===== src/core/acpc_consts.svh =====
// Timing and field constants for the calibration and power control block
`ifndef ACPC_CONSTS_SVH
`define ACPC_CONSTS_SVH
// ==========================================================
// Qualification and delay defaults, in input clock cycles
`define ACPC_CAL_LOW_CYC 32'h0000_0050
`define ACPC_CAL_HIGH_CYC 32'h0000_0050
`define ACPC_DLY_SHORT_CYC 32'h0000_1000
`define ACPC_DLY_LONG_CYC 32'h0001_0000
// Calibration run lengths, in cycles
`define ACPC_CAL_FULL_CYC 32'h0000_0800
`define ACPC_CAL_TRIM_CYC 32'h0000_0400
// Full-scale code and counter widths and values
`define ACPC_FS_W 8
`define ACPC_FS_NORMAL 8'hFF
`define ACPC_FS_REDUCED 8'hBF
`define ACPC_CNT_W 32
`define ACPC_ZERO_CNT 32'h0000_0000
`define ACPC_ONE_CNT 32'h0000_0001
`endif


===== src/core/acpc_pkg.sv =====
// Types shared by the calibration and power control block
package acpc_pkg;
   // ==========================================================
   // Sequencer states
   typedef enum logic [2:0] {
      ACPC_ST_WAIT_DELAY,
      ACPC_ST_CAL_FULL,
      ACPC_ST_IDLE,
      ACPC_ST_CAL_TRIM,
      ACPC_ST_POWER_DOWN
   } acpc_state_e;
   typedef logic [31:0] acpc_cnt_t;
endpackage


===== src/core/acpc_counter.sv =====
// Saturating run-length counter with clear and hold
`timescale 1ns/1ps
`include "acpc_consts.svh"
module acpc_counter #(
   parameter int WIDTH = 32
) (
   // Clock and reset
   input wire logic clk,
   input wire logic rst_n,
   // Control
   input wire logic clear,
   input wire logic enable,
   // Count
   output logic [WIDTH-1:0] count
);
   logic [WIDTH-1:0] count_r;
   logic [WIDTH-1:0] count_nxt;
   // Saturation keeps a long level from wrapping back to a short count
   assign count_nxt = clear ? '0 :
                      (enable && (count_r != {WIDTH{1'b1}})) ? count_r + 1'b1 : count_r;
   // ==========================================================
   always_ff @(posedge clk) begin
      if (!rst_n) begin
         count_r <= '0;
      end else begin
         count_r <= count_nxt;
      end
   end
   assign count = count_r;
endmodule // acpc_counter


===== src/core/acpc_ctrl.sv =====
// Calibration sequencing and power-down control of the converter
// Notes on behaviour
// - cal_active is high exactly while a calibration runs.
// - Power-up calibration starts only after the selected power-up delay.
// - cal_delay_select picks the short or the long power-up delay.
// - Request high at power-up skips the automatic calibration.
// - Calibration starts high-hold cycles after a qualified rise; short pulses ignored.
// - Same sequence whether the clock runs at power-up or later.
// - Analog section held down while power-up logic waits for clock.
// - Power-up calibration includes termination trim; on-command only re-trims.
// - Power-down high at power-up halts the delay counter.
// - Extended mode disables the delay select pin.
// - Range from full-scale pin normally, from register in extended mode.
// - Edge select high: data changes on rising data clock edge.
// - Level select picks strong drive when high, low drive when low.
// - Power-down suspends operation and floats data outputs.
// - Power-down during calibration waits for calibration to finish.
// - Requests during power-down are ignored entirely.
// - Extended mode takes range and offset from control registers.
`timescale 1ns/1ps
`include "acpc_consts.svh"
module acpc_ctrl
   import acpc_pkg::*;
#(
   parameter acpc_pkg::acpc_cnt_t CAL_LOW_CYC = `ACPC_CAL_LOW_CYC,
   parameter acpc_pkg::acpc_cnt_t CAL_HIGH_CYC = `ACPC_CAL_HIGH_CYC,
   parameter acpc_pkg::acpc_cnt_t DLY_SHORT_CYC = `ACPC_DLY_SHORT_CYC,
   parameter acpc_pkg::acpc_cnt_t DLY_LONG_CYC = `ACPC_DLY_LONG_CYC,
   parameter acpc_pkg::acpc_cnt_t CAL_FULL_CYC = `ACPC_CAL_FULL_CYC,
   parameter acpc_pkg::acpc_cnt_t CAL_TRIM_CYC = `ACPC_CAL_TRIM_CYC
) (
   // Clock and reset; reset stands for power application
   input wire logic clk,
   input wire logic rst_n,
   // Control pins from the host, asynchronous
   input wire logic cal_request_in,
   input wire logic power_down_in,
   input wire logic cal_delay_select,
   input wire logic full_scale_select,
   input wire logic output_edge_select,
   input wire logic output_level_select,
   // Extended control mode and its register settings
   input wire logic extended_mode,
   input wire logic [`ACPC_FS_W-1:0] ext_full_scale,
   input wire logic [`ACPC_FS_W-1:0] ext_offset,
   // Status
   output logic cal_active,
   output logic cal_term_trim,
   output logic analog_power_down,
   output logic data_out_en,
   // Data path settings
   output logic [`ACPC_FS_W-1:0] full_scale_code,
   output logic [`ACPC_FS_W-1:0] offset_code,
   output logic data_on_rising,
   output logic drive_strong
);
   import acpc_pkg::*;

   // ==========================================================
   // State decoding shared by the sequencer and the output registers
   function automatic logic is_cal(input acpc_state_e st);
      return (st == ACPC_ST_CAL_FULL) || (st == ACPC_ST_CAL_TRIM);
   endfunction
   // Power-down acts in its own state and, at power-up, while it halts the delay
   function automatic logic is_held_down(input acpc_state_e st, input logic down);
      return (st == ACPC_ST_POWER_DOWN) || ((st == ACPC_ST_WAIT_DELAY) && down);
   endfunction

   // ==========================================================
   // Synchronised inputs
   logic [1:0] pins_sync;
   logic req_s;
   logic down_s;
   logic req_d_r;
   logic [1:0] strap_r;
   logic strap_taken_r;
   logic req_strap_r;

   acpc_sync #(
      .WIDTH(2)
   ) u_sync (
      .clk(clk),
      .rst_n(rst_n),
      .async_in({power_down_in, cal_request_in}),
      .sync_out(pins_sync)
   );
   assign req_s = pins_sync[0];
   assign down_s = pins_sync[1];

   // ==========================================================
   // Request qualification
   acpc_cnt_t low_cnt;
   acpc_cnt_t high_cnt;
   acpc_cnt_t seq_cnt;
   logic armed_r;
   logic armed_nxt;
   logic req_rise;
   logic req_fire;
   logic low_ok;

   acpc_counter #(
      .WIDTH(`ACPC_CNT_W)
   ) u_low_cnt (
      .clk(clk),
      .rst_n(rst_n),
      .clear(req_s),
      .enable(!req_s),
      .count(low_cnt)
   );

   acpc_counter #(
      .WIDTH(`ACPC_CNT_W)
   ) u_high_cnt (
      .clk(clk),
      .rst_n(rst_n),
      .clear(!req_s),
      .enable(req_s),
      .count(high_cnt)
   );

   assign req_rise = req_s && !req_d_r;
   assign low_ok = (low_cnt >= CAL_LOW_CYC);

   // State
   acpc_state_e state_r;
   acpc_state_e state_nxt;
   logic seq_clear;
   logic dly_done;
   logic dly_run;
   logic cal_done;
   logic down_state;
   acpc_cnt_t dly_target;

   // arming is cleared in power-down, so old requests die
   // arm on a rise after a long enough low; drop arm if pulse ends early
   assign armed_nxt = down_state ? 1'b0 :
                      (req_rise && low_ok) ? 1'b1 :
                      (!req_s) ? 1'b0 :
                      req_fire ? 1'b0 : armed_r;
   assign req_fire = armed_r && req_s && (high_cnt >= CAL_HIGH_CYC) && !down_state;

   // ==========================================================
   // Delay and calibration run counter
   // delay counter stops while power-down is high
   // Holding it in the power-down state too costs nothing: every run starts cleared
   assign dly_run = !is_held_down(state_r, down_s);
   acpc_counter #(
      .WIDTH(`ACPC_CNT_W)
   ) u_seq_cnt (
      .clk(clk),
      .rst_n(rst_n),
      .clear(seq_clear),
      .enable(dly_run),
      .count(seq_cnt)
   );

   // two delay choices; extended mode forces the short one
   assign dly_target = (cal_delay_select && !extended_mode) ? DLY_LONG_CYC : DLY_SHORT_CYC;
   assign dly_done = (seq_cnt >= dly_target) && !down_s;
   // power-up run is longer as it also trims termination
   assign cal_done = (state_r == ACPC_ST_CAL_FULL) ? (seq_cnt >= CAL_FULL_CYC - `ACPC_ONE_CNT) :
                     (seq_cnt >= CAL_TRIM_CYC - `ACPC_ONE_CNT);
   assign down_state = (state_r == ACPC_ST_POWER_DOWN);

   // ==========================================================
   // Next state; all timing is counted on clk, so a late clock only delays it
   always_comb begin
      state_nxt = state_r;
      seq_clear = 1'b0;
      unique case (state_r)
         ACPC_ST_WAIT_DELAY: begin
            // request strap high at power-up skips auto calibration
            if (strap_taken_r && req_strap_r) begin
               state_nxt = ACPC_ST_IDLE;
               seq_clear = 1'b1;
            end else if (strap_taken_r && dly_done) begin
               state_nxt = ACPC_ST_CAL_FULL;
               seq_clear = 1'b1;
            end
         end
         ACPC_ST_CAL_FULL, ACPC_ST_CAL_TRIM: begin
            // power-down only looked at once calibration ends
            if (cal_done) begin
               state_nxt = down_s ? ACPC_ST_POWER_DOWN : ACPC_ST_IDLE;
               seq_clear = 1'b1;
            end
         end
         ACPC_ST_IDLE: begin
            if (down_s) begin
               state_nxt = ACPC_ST_POWER_DOWN;
            end else if (req_fire) begin
               state_nxt = ACPC_ST_CAL_TRIM;
               seq_clear = 1'b1;
            end
         end
         ACPC_ST_POWER_DOWN: begin
            if (!down_s) begin
               state_nxt = ACPC_ST_IDLE;
            end
         end
         // Unused codes of the state word restart the power-up sequence
         default: begin
            state_nxt = ACPC_ST_WAIT_DELAY;
         end
      endcase
   end

   // ==========================================================
   // Sequencer registers
   always_ff @(posedge clk) begin
      if (!rst_n) begin
         state_r <= ACPC_ST_WAIT_DELAY;
         armed_r <= 1'b0;
         req_d_r <= 1'b0;
      end else begin
         state_r <= state_nxt;
         armed_r <= armed_nxt;
         req_d_r <= req_s;
      end
   end

   // ==========================================================
   // Strap capture, one cycle after the synchroniser has filled; any earlier
   // and the request level would still read as the synchroniser's reset value
   always_ff @(posedge clk) begin
      if (!rst_n) begin
         strap_r <= 2'b00;
         strap_taken_r <= 1'b0;
         req_strap_r <= 1'b0;
      end else begin
         strap_r <= {strap_r[0], 1'b1};
         if (strap_r[1] && !strap_taken_r) begin
            strap_taken_r <= 1'b1;
            req_strap_r <= req_s;
         end
      end
   end

   // ==========================================================
   // Outputs from flip-flops
   logic cal_active_r;
   logic term_r;
   logic apd_r;
   logic oen_r;
   logic [`ACPC_FS_W-1:0] fs_r;
   logic [`ACPC_FS_W-1:0] off_r;
   logic edge_r;
   logic drive_r;
   logic cal_nxt;
   logic term_nxt;
   logic hold_nxt;
   logic apd_nxt;
   logic oen_nxt;
   logic [`ACPC_FS_W-1:0] fs_nxt;
   logic [`ACPC_FS_W-1:0] off_nxt;

   assign cal_nxt = is_cal(state_nxt);
   // termination trim only during the power-up run
   assign term_nxt = (state_nxt == ACPC_ST_CAL_FULL);
   // minimum power in power-down, and while it halts the power-up delay
   // never true in a calibration state, so a running calibration keeps power
   assign hold_nxt = is_held_down(state_nxt, down_s);
   // analog held down until the delay phase has seen the clock run
   assign apd_nxt = hold_nxt || !strap_taken_r;
   // Outputs float until the strap is taken, so nothing stale leaves at power-up
   assign oen_nxt = !hold_nxt && strap_taken_r;
   // range from pin or from the extended register
   assign fs_nxt = extended_mode ? ext_full_scale :
                   (full_scale_select ? `ACPC_FS_NORMAL : `ACPC_FS_REDUCED);
   // offset only set in extended mode
   assign off_nxt = extended_mode ? ext_offset : '0;

   // ==========================================================
   // Calibration status; both flags leave the state decode in the same cycle
   always_ff @(posedge clk) begin
      if (!rst_n) begin
         cal_active_r <= 1'b0;
         term_r <= 1'b0;
      end else begin
         cal_active_r <= cal_nxt;
         term_r <= term_nxt;
      end
   end

   // ==========================================================
   // Power state; reset leaves the analog section down and the outputs floating
   always_ff @(posedge clk) begin
      if (!rst_n) begin
         apd_r <= 1'b1;
         oen_r <= 1'b0;
      end else begin
         apd_r <= apd_nxt;
         oen_r <= oen_nxt;
      end
   end

   // ==========================================================
   // Range and offset; a change of pin or register reaches the core one cycle later
   always_ff @(posedge clk) begin
      if (!rst_n) begin
         fs_r <= `ACPC_FS_NORMAL;
         off_r <= '0;
      end else begin
         fs_r <= fs_nxt;
         off_r <= off_nxt;
      end
   end

   // ==========================================================
   // Output edge and drive level; static pins, sampled only to register them
   // They are not synchronised: a change mid-run may glitch one output word
   always_ff @(posedge clk) begin
      if (!rst_n) begin
         edge_r <= 1'b1;
         drive_r <= 1'b1;
      end else begin
         edge_r <= output_edge_select;
         drive_r <= output_level_select;
      end
   end

   // ==========================================================
   // Port assignments
   assign cal_active = cal_active_r;
   assign cal_term_trim = term_r;
   assign analog_power_down = apd_r;
   assign data_out_en = oen_r;
   assign full_scale_code = fs_r;
   assign offset_code = off_r;
   assign data_on_rising = edge_r;
   assign drive_strong = drive_r;
endmodule // acpc_ctrl


===== src/core/acpc_sync.sv =====
// Two flip-flop level synchroniser
`timescale 1ns/1ps
`include "acpc_consts.svh"
module acpc_sync #(
   parameter int WIDTH = 2
) (
   // Clock and reset
   input wire logic clk,
   input wire logic rst_n,
   // Data
   input wire logic [WIDTH-1:0] async_in,
   output logic [WIDTH-1:0] sync_out
);
   logic [WIDTH-1:0] meta_r;
   logic [WIDTH-1:0] sync_r;
   // ==========================================================
   // Only the second stage is visible outside
   always_ff @(posedge clk) begin
      if (!rst_n) begin
         meta_r <= '0;
         sync_r <= '0;
      end else begin
         meta_r <= async_in;
         sync_r <= meta_r;
      end
   end
   assign sync_out = sync_r;
endmodule // acpc_sync


===== config.mk =====
export PLATFORM = sky130hd
export DESIGN_NAME = acpc_ctrl
export DESIGN_NICKNAME = d
export VERILOG_FILES = /design/src/core/acpc_pkg.sv /design/src/core/acpc_counter.sv /design/src/core/acpc_ctrl.sv /design/src/core/acpc_sync.sv
export VERILOG_INCLUDE_DIRS = /design/src /design/src/core
export SDC_FILE = /design/constraint.sdc
export NUM_CORES = 1
export LEC_CHECK = 0
export ABC_AREA = 1
export ABC_CLOCK_PERIOD_IN_PS = 2009
export BUFFER_PORTS_ARGS = -buffer_cell sky130_fd_sc_hd__buf_2
export CORE_MARGIN = 1
export CORE_UTILIZATION = 45
export CTS_CLUSTER_DIAMETER = 30
export CTS_CLUSTER_SIZE = 10
export DETAILED_ROUTE_END_ITERATION = 10
export REMOVE_ABC_BUFFERS = 1
export SLEW_MARGIN = 25
export SYNTH_ARGS = -nofsm -noshare
export SYNTH_HDL_FRONTEND = slang
export SYNTH_SLANG_ARGS = --single-unit

===== constraint.sdc =====
create_clock -name clk -period 2.01 [get_ports clk]
set_input_delay 0.3015 -clock clk [delete_from_list [all_inputs] [get_ports clk]]
set_output_delay 0.3015 -clock clk [all_outputs]
set_load 0.02 [all_outputs]

==> results.cfg <==
[finish]
final_area_sq_um = 8877
antennaDiodeCount = 0
utilization_pct = 57.97
nNetsFinal = 1235
instances_no_fill = 1426
drive_above_1_share_pct = 18.68
layout_commonest_cell = nand2_1
mostFrequentLayoutCells = nand2_1 (271), nor2_1 (158), dfxtp_1 (128)
area_growth_pct = 24.47

[critical_path]
critPathMaxFanout = 16
worst_path_most_repeated_cell = nand2_1
critical_path.max_stage_delay_ps = 320
cp_data_required_time_ps = 2370
critical-path-slowest-cell = dfxtp_1
crit_chain = buf_4 > inv_1 > nand2_1 > nor3_1 > nand2_1 > nor2_1 > nand2_1 > nand3_1 > nand4_1 > buf_4 > clkbuf_16 > a21oi_1
critical_path_class = reg -> reg
startpoint_type = flip-flop
crit_arrival_ps = 2260
worstSetupEndpointType = flip-flop

[timing]
hold_viol_final = 0
maxSlewHeadroom_pct = 57.48
fin_hold_ws_ps = 47.75
period_share_pct = 94.74
worst_slack_ps = 105.7
fin_skew_ps = 9.593
drv_slew = 0
setup_viol = 0
rsz0062_at_grt = true
max_slew.worst_pin.slew_ps = 637.2
finalSetupTns_ps = 0
layout_min_cycle_time_ps = 1904
fmax_ghz = 0.5251

[detailed_routing]
routedWlPerCell_um = 13.16
dr.pass1.iters = 7
wl_mm = 18.77
route.detailed.drc = 0
via_count = 7068
first_iter_violations = 455
drtAntennaViolNets = 0
vias_per_cell = 4.957

[logic_synthesis]
ys_seq_area_share_pct = 36.77
yosys-top-cells-area = dfxtp_1 (37%), nand2_1 (14%), nor2_1 (8.4%), inv_1 (5.9%), a21oi_1 (4.8%)
synthCells = 1070
synth_top_family_by_area = simple AND/OR/NAND/NOR gates
synth-simple-area-share_pct = 38.79
syn_area_sq_um = 7132
synth_top_area_share_pct = 36.77
muxShareOfSynthArea_pct = 0
synth.avg_cell_area_sq_um = 6.665
synthAdderAreaFrac_pct = 1.404
synth_xor_area_share_pct = 6.018
synth-compound-area-share_pct = 8.754
synth.distinct_cells = 43
yosys_most_used_dff = dfxtp_1
synth-seq-cells = 131
synth_edf_count = 0
async_reset_ff_share_pct = 0
synth_top_area_cell = dfxtp_1
yosys_warnings = 0

[clock_tree]
htreeDepth = 4
clk_latency_ps = 430
cts_buffers = 17
cts_buffer_depth = 2
path_clk_slew_ps = 70
clock_sinks = 131
cts_tree = done
cts-root-buf = clkbuf_16

[power]
peakVddDrop_uv = 632.5
p_int_mw = 4.674
powerDensity_nw_per_um2 = 734.7
power.switching_mw = 1.848
pwr-share-seq_pct = 41.9
swShare_pct = 28.33
p_leak_nw = 3.470
report.power.total_mw = 6.522
clockPowerShare_pct = 48.8
combPwrFrac_pct = 9.3

[global_routing]
grt_pass1_wl_mm = 30.89
grt_pass1_vias = 6490
grt_max_degree = 33
track_usage_pct = 23.86
grt_overflow_total = 0
antenna_found_initial = 0

[floorplan]
core_sq_um = 15310
initial_utilization_pct = 46.57
rows = 45
dieArea_sq_um = 16360
boundaryPins = 47
dieWidth_um = 127.9
die-height_um = 127.9

[flow_run]
maxCapViolCount = 0

[placement]
place_hpwl_mm = 13.54
gp_congestion = 0.9113
portBuffers = 46
dpl_cell_area_sq_um = 8123
place_ws_ps = -392.2
dp.cells = 1386

[run_status]
status = complete, no violations

[hold_path]
hold_path.class = in -> reg
-- cells in the mapped netlist (2+ instances only) --
| master | instances |
|---|---|
| xor2_1 | 39 |
| xnor2_1 | 10 |
| inv_2 | 5 |
| clkbuf_1 | 9 |
| nand2_1 | 272 |
| nor2_4 | 5 |
| buf_6 | 4 |
| nand2_4 | 3 |
| nor3b_1 | 5 |
| ha_1 | 8 |
| buf_2 | 7 |
| and3_1 | 4 |
| a31oi_1 | 5 |
| dfxtp_1 | 131 |
| nor3_1 | 55 |
| inv_1 | 113 |
| o21a_1 | 2 |
| nor2_2 | 10 |
| nand2_2 | 6 |
| nor4_1 | 14 |
| nand4_1 | 29 |
| o21ai_0 | 32 |
| or2_2 | 9 |
| nor2_1 | 160 |
| a21oi_2 | 4 |
| a21oi_1 | 69 |
| nand3_1 | 44 |
-- state kept, by name (all words and copies together) (netlist names) --
signal	count
drive_strong	1
analog_power_down	1
cal_term_trim	1
state_r	3
u_high_cnt.count	32
cal_active	1
data_out_en	1
u_sync.meta_r	2
strap_r	2
armed_r	1
offset_code	8
u_seq_cnt.count	32
strap_taken_r	1
u_sync.sync_out	2
data_on_rising	1
u_low_cnt.count	32
req_d_r	1
full_scale_code	8
req_strap_r	1
-- kinds of logic after synthesis --
family                     Yosys count
buffers and inverters              142
DFF                                131
adders and majority gates            8
AOI/OAI and AO/OA                  117
xor gates and xnor gates            49
and+or+nand+nor                    623
-- layer usage --
metal / GRT usage, % / part of all wire (%) / vias to the layer above / wire, um
met1: 32.19 / 50 / 3170 / 9318
met5: 0 / 0 / - / 0
met3: 4.800 / 3.8 / 29 / 716
met4: 8.166 / 1.6 / 0 / 305
met2: 37.95 / 45 / 144 / 8427
li1: - / - / 3725 / -
-- critical path, delay by kind of cell (launching register included) --
| kind | cells | cell delay (ps) |
|---|---|---|
| buffers and inverters | 4 | 590 |
| and+or+nand+nor | 7 | 800 |
| DFF | 1 | 320 |
| AOI/OAI and AO/OA | 1 | 110 |
-- what timing repair did --
action                     in CTS  in global routing
setup endpoints to repair      24                 56
gates resized for setup         1                 19
pin swaps                       1                  3
hold buffers                    0                  0
setup buffers                   0                  6
cloned                          1                  1
-- worst paths after layout --
path | startpoint | end | slack (ps) | cells after the start
min reg2reg | strap_r[0]$_DFF_P_ | strap_r[1]$_SDFF_PN0_ | 400 | 2
max | u_high_cnt.count[11]$_SDFFE_PN0P_ | u_seq_cnt.count[1]$_SDFFE_PP0P_ | 110 | 12
min | ext_full_scale[7] | full_scale_code[7]$_SDFF_PN1_ | 50 | 2
max reg2reg | u_high_cnt.count[11]$_SDFFE_PN0P_ | u_seq_cnt.count[1]$_SDFFE_PP0P_ | 110 | 12
-- power groups by stage --
stage               Combinational, mW  Clock, mW  Sequential (mW)
floorplan                       0.329          0             2.81
CTS                             0.580       3.25             2.73
global placement                0.570          0             2.79
global route                    0.689       3.36             2.74
finish                          0.607       3.18             2.73
detailed placement              0.576          0             2.78
-- cell type report --
type | instances | area (sq um)
Inverter | 120 | 452.9
Timing Repair Buffer | 134 | 937.1
Clock inverter | 15 | 183.9
Fill cell | 1543 | 6437
Tap cell | 211 | 264.0
Multi-Input combinational cell | 798 | 3988
Clock buffer | 17 | 425.4
Sequential cell | 131 | 2626
Power figures use the tool's default switching activity.
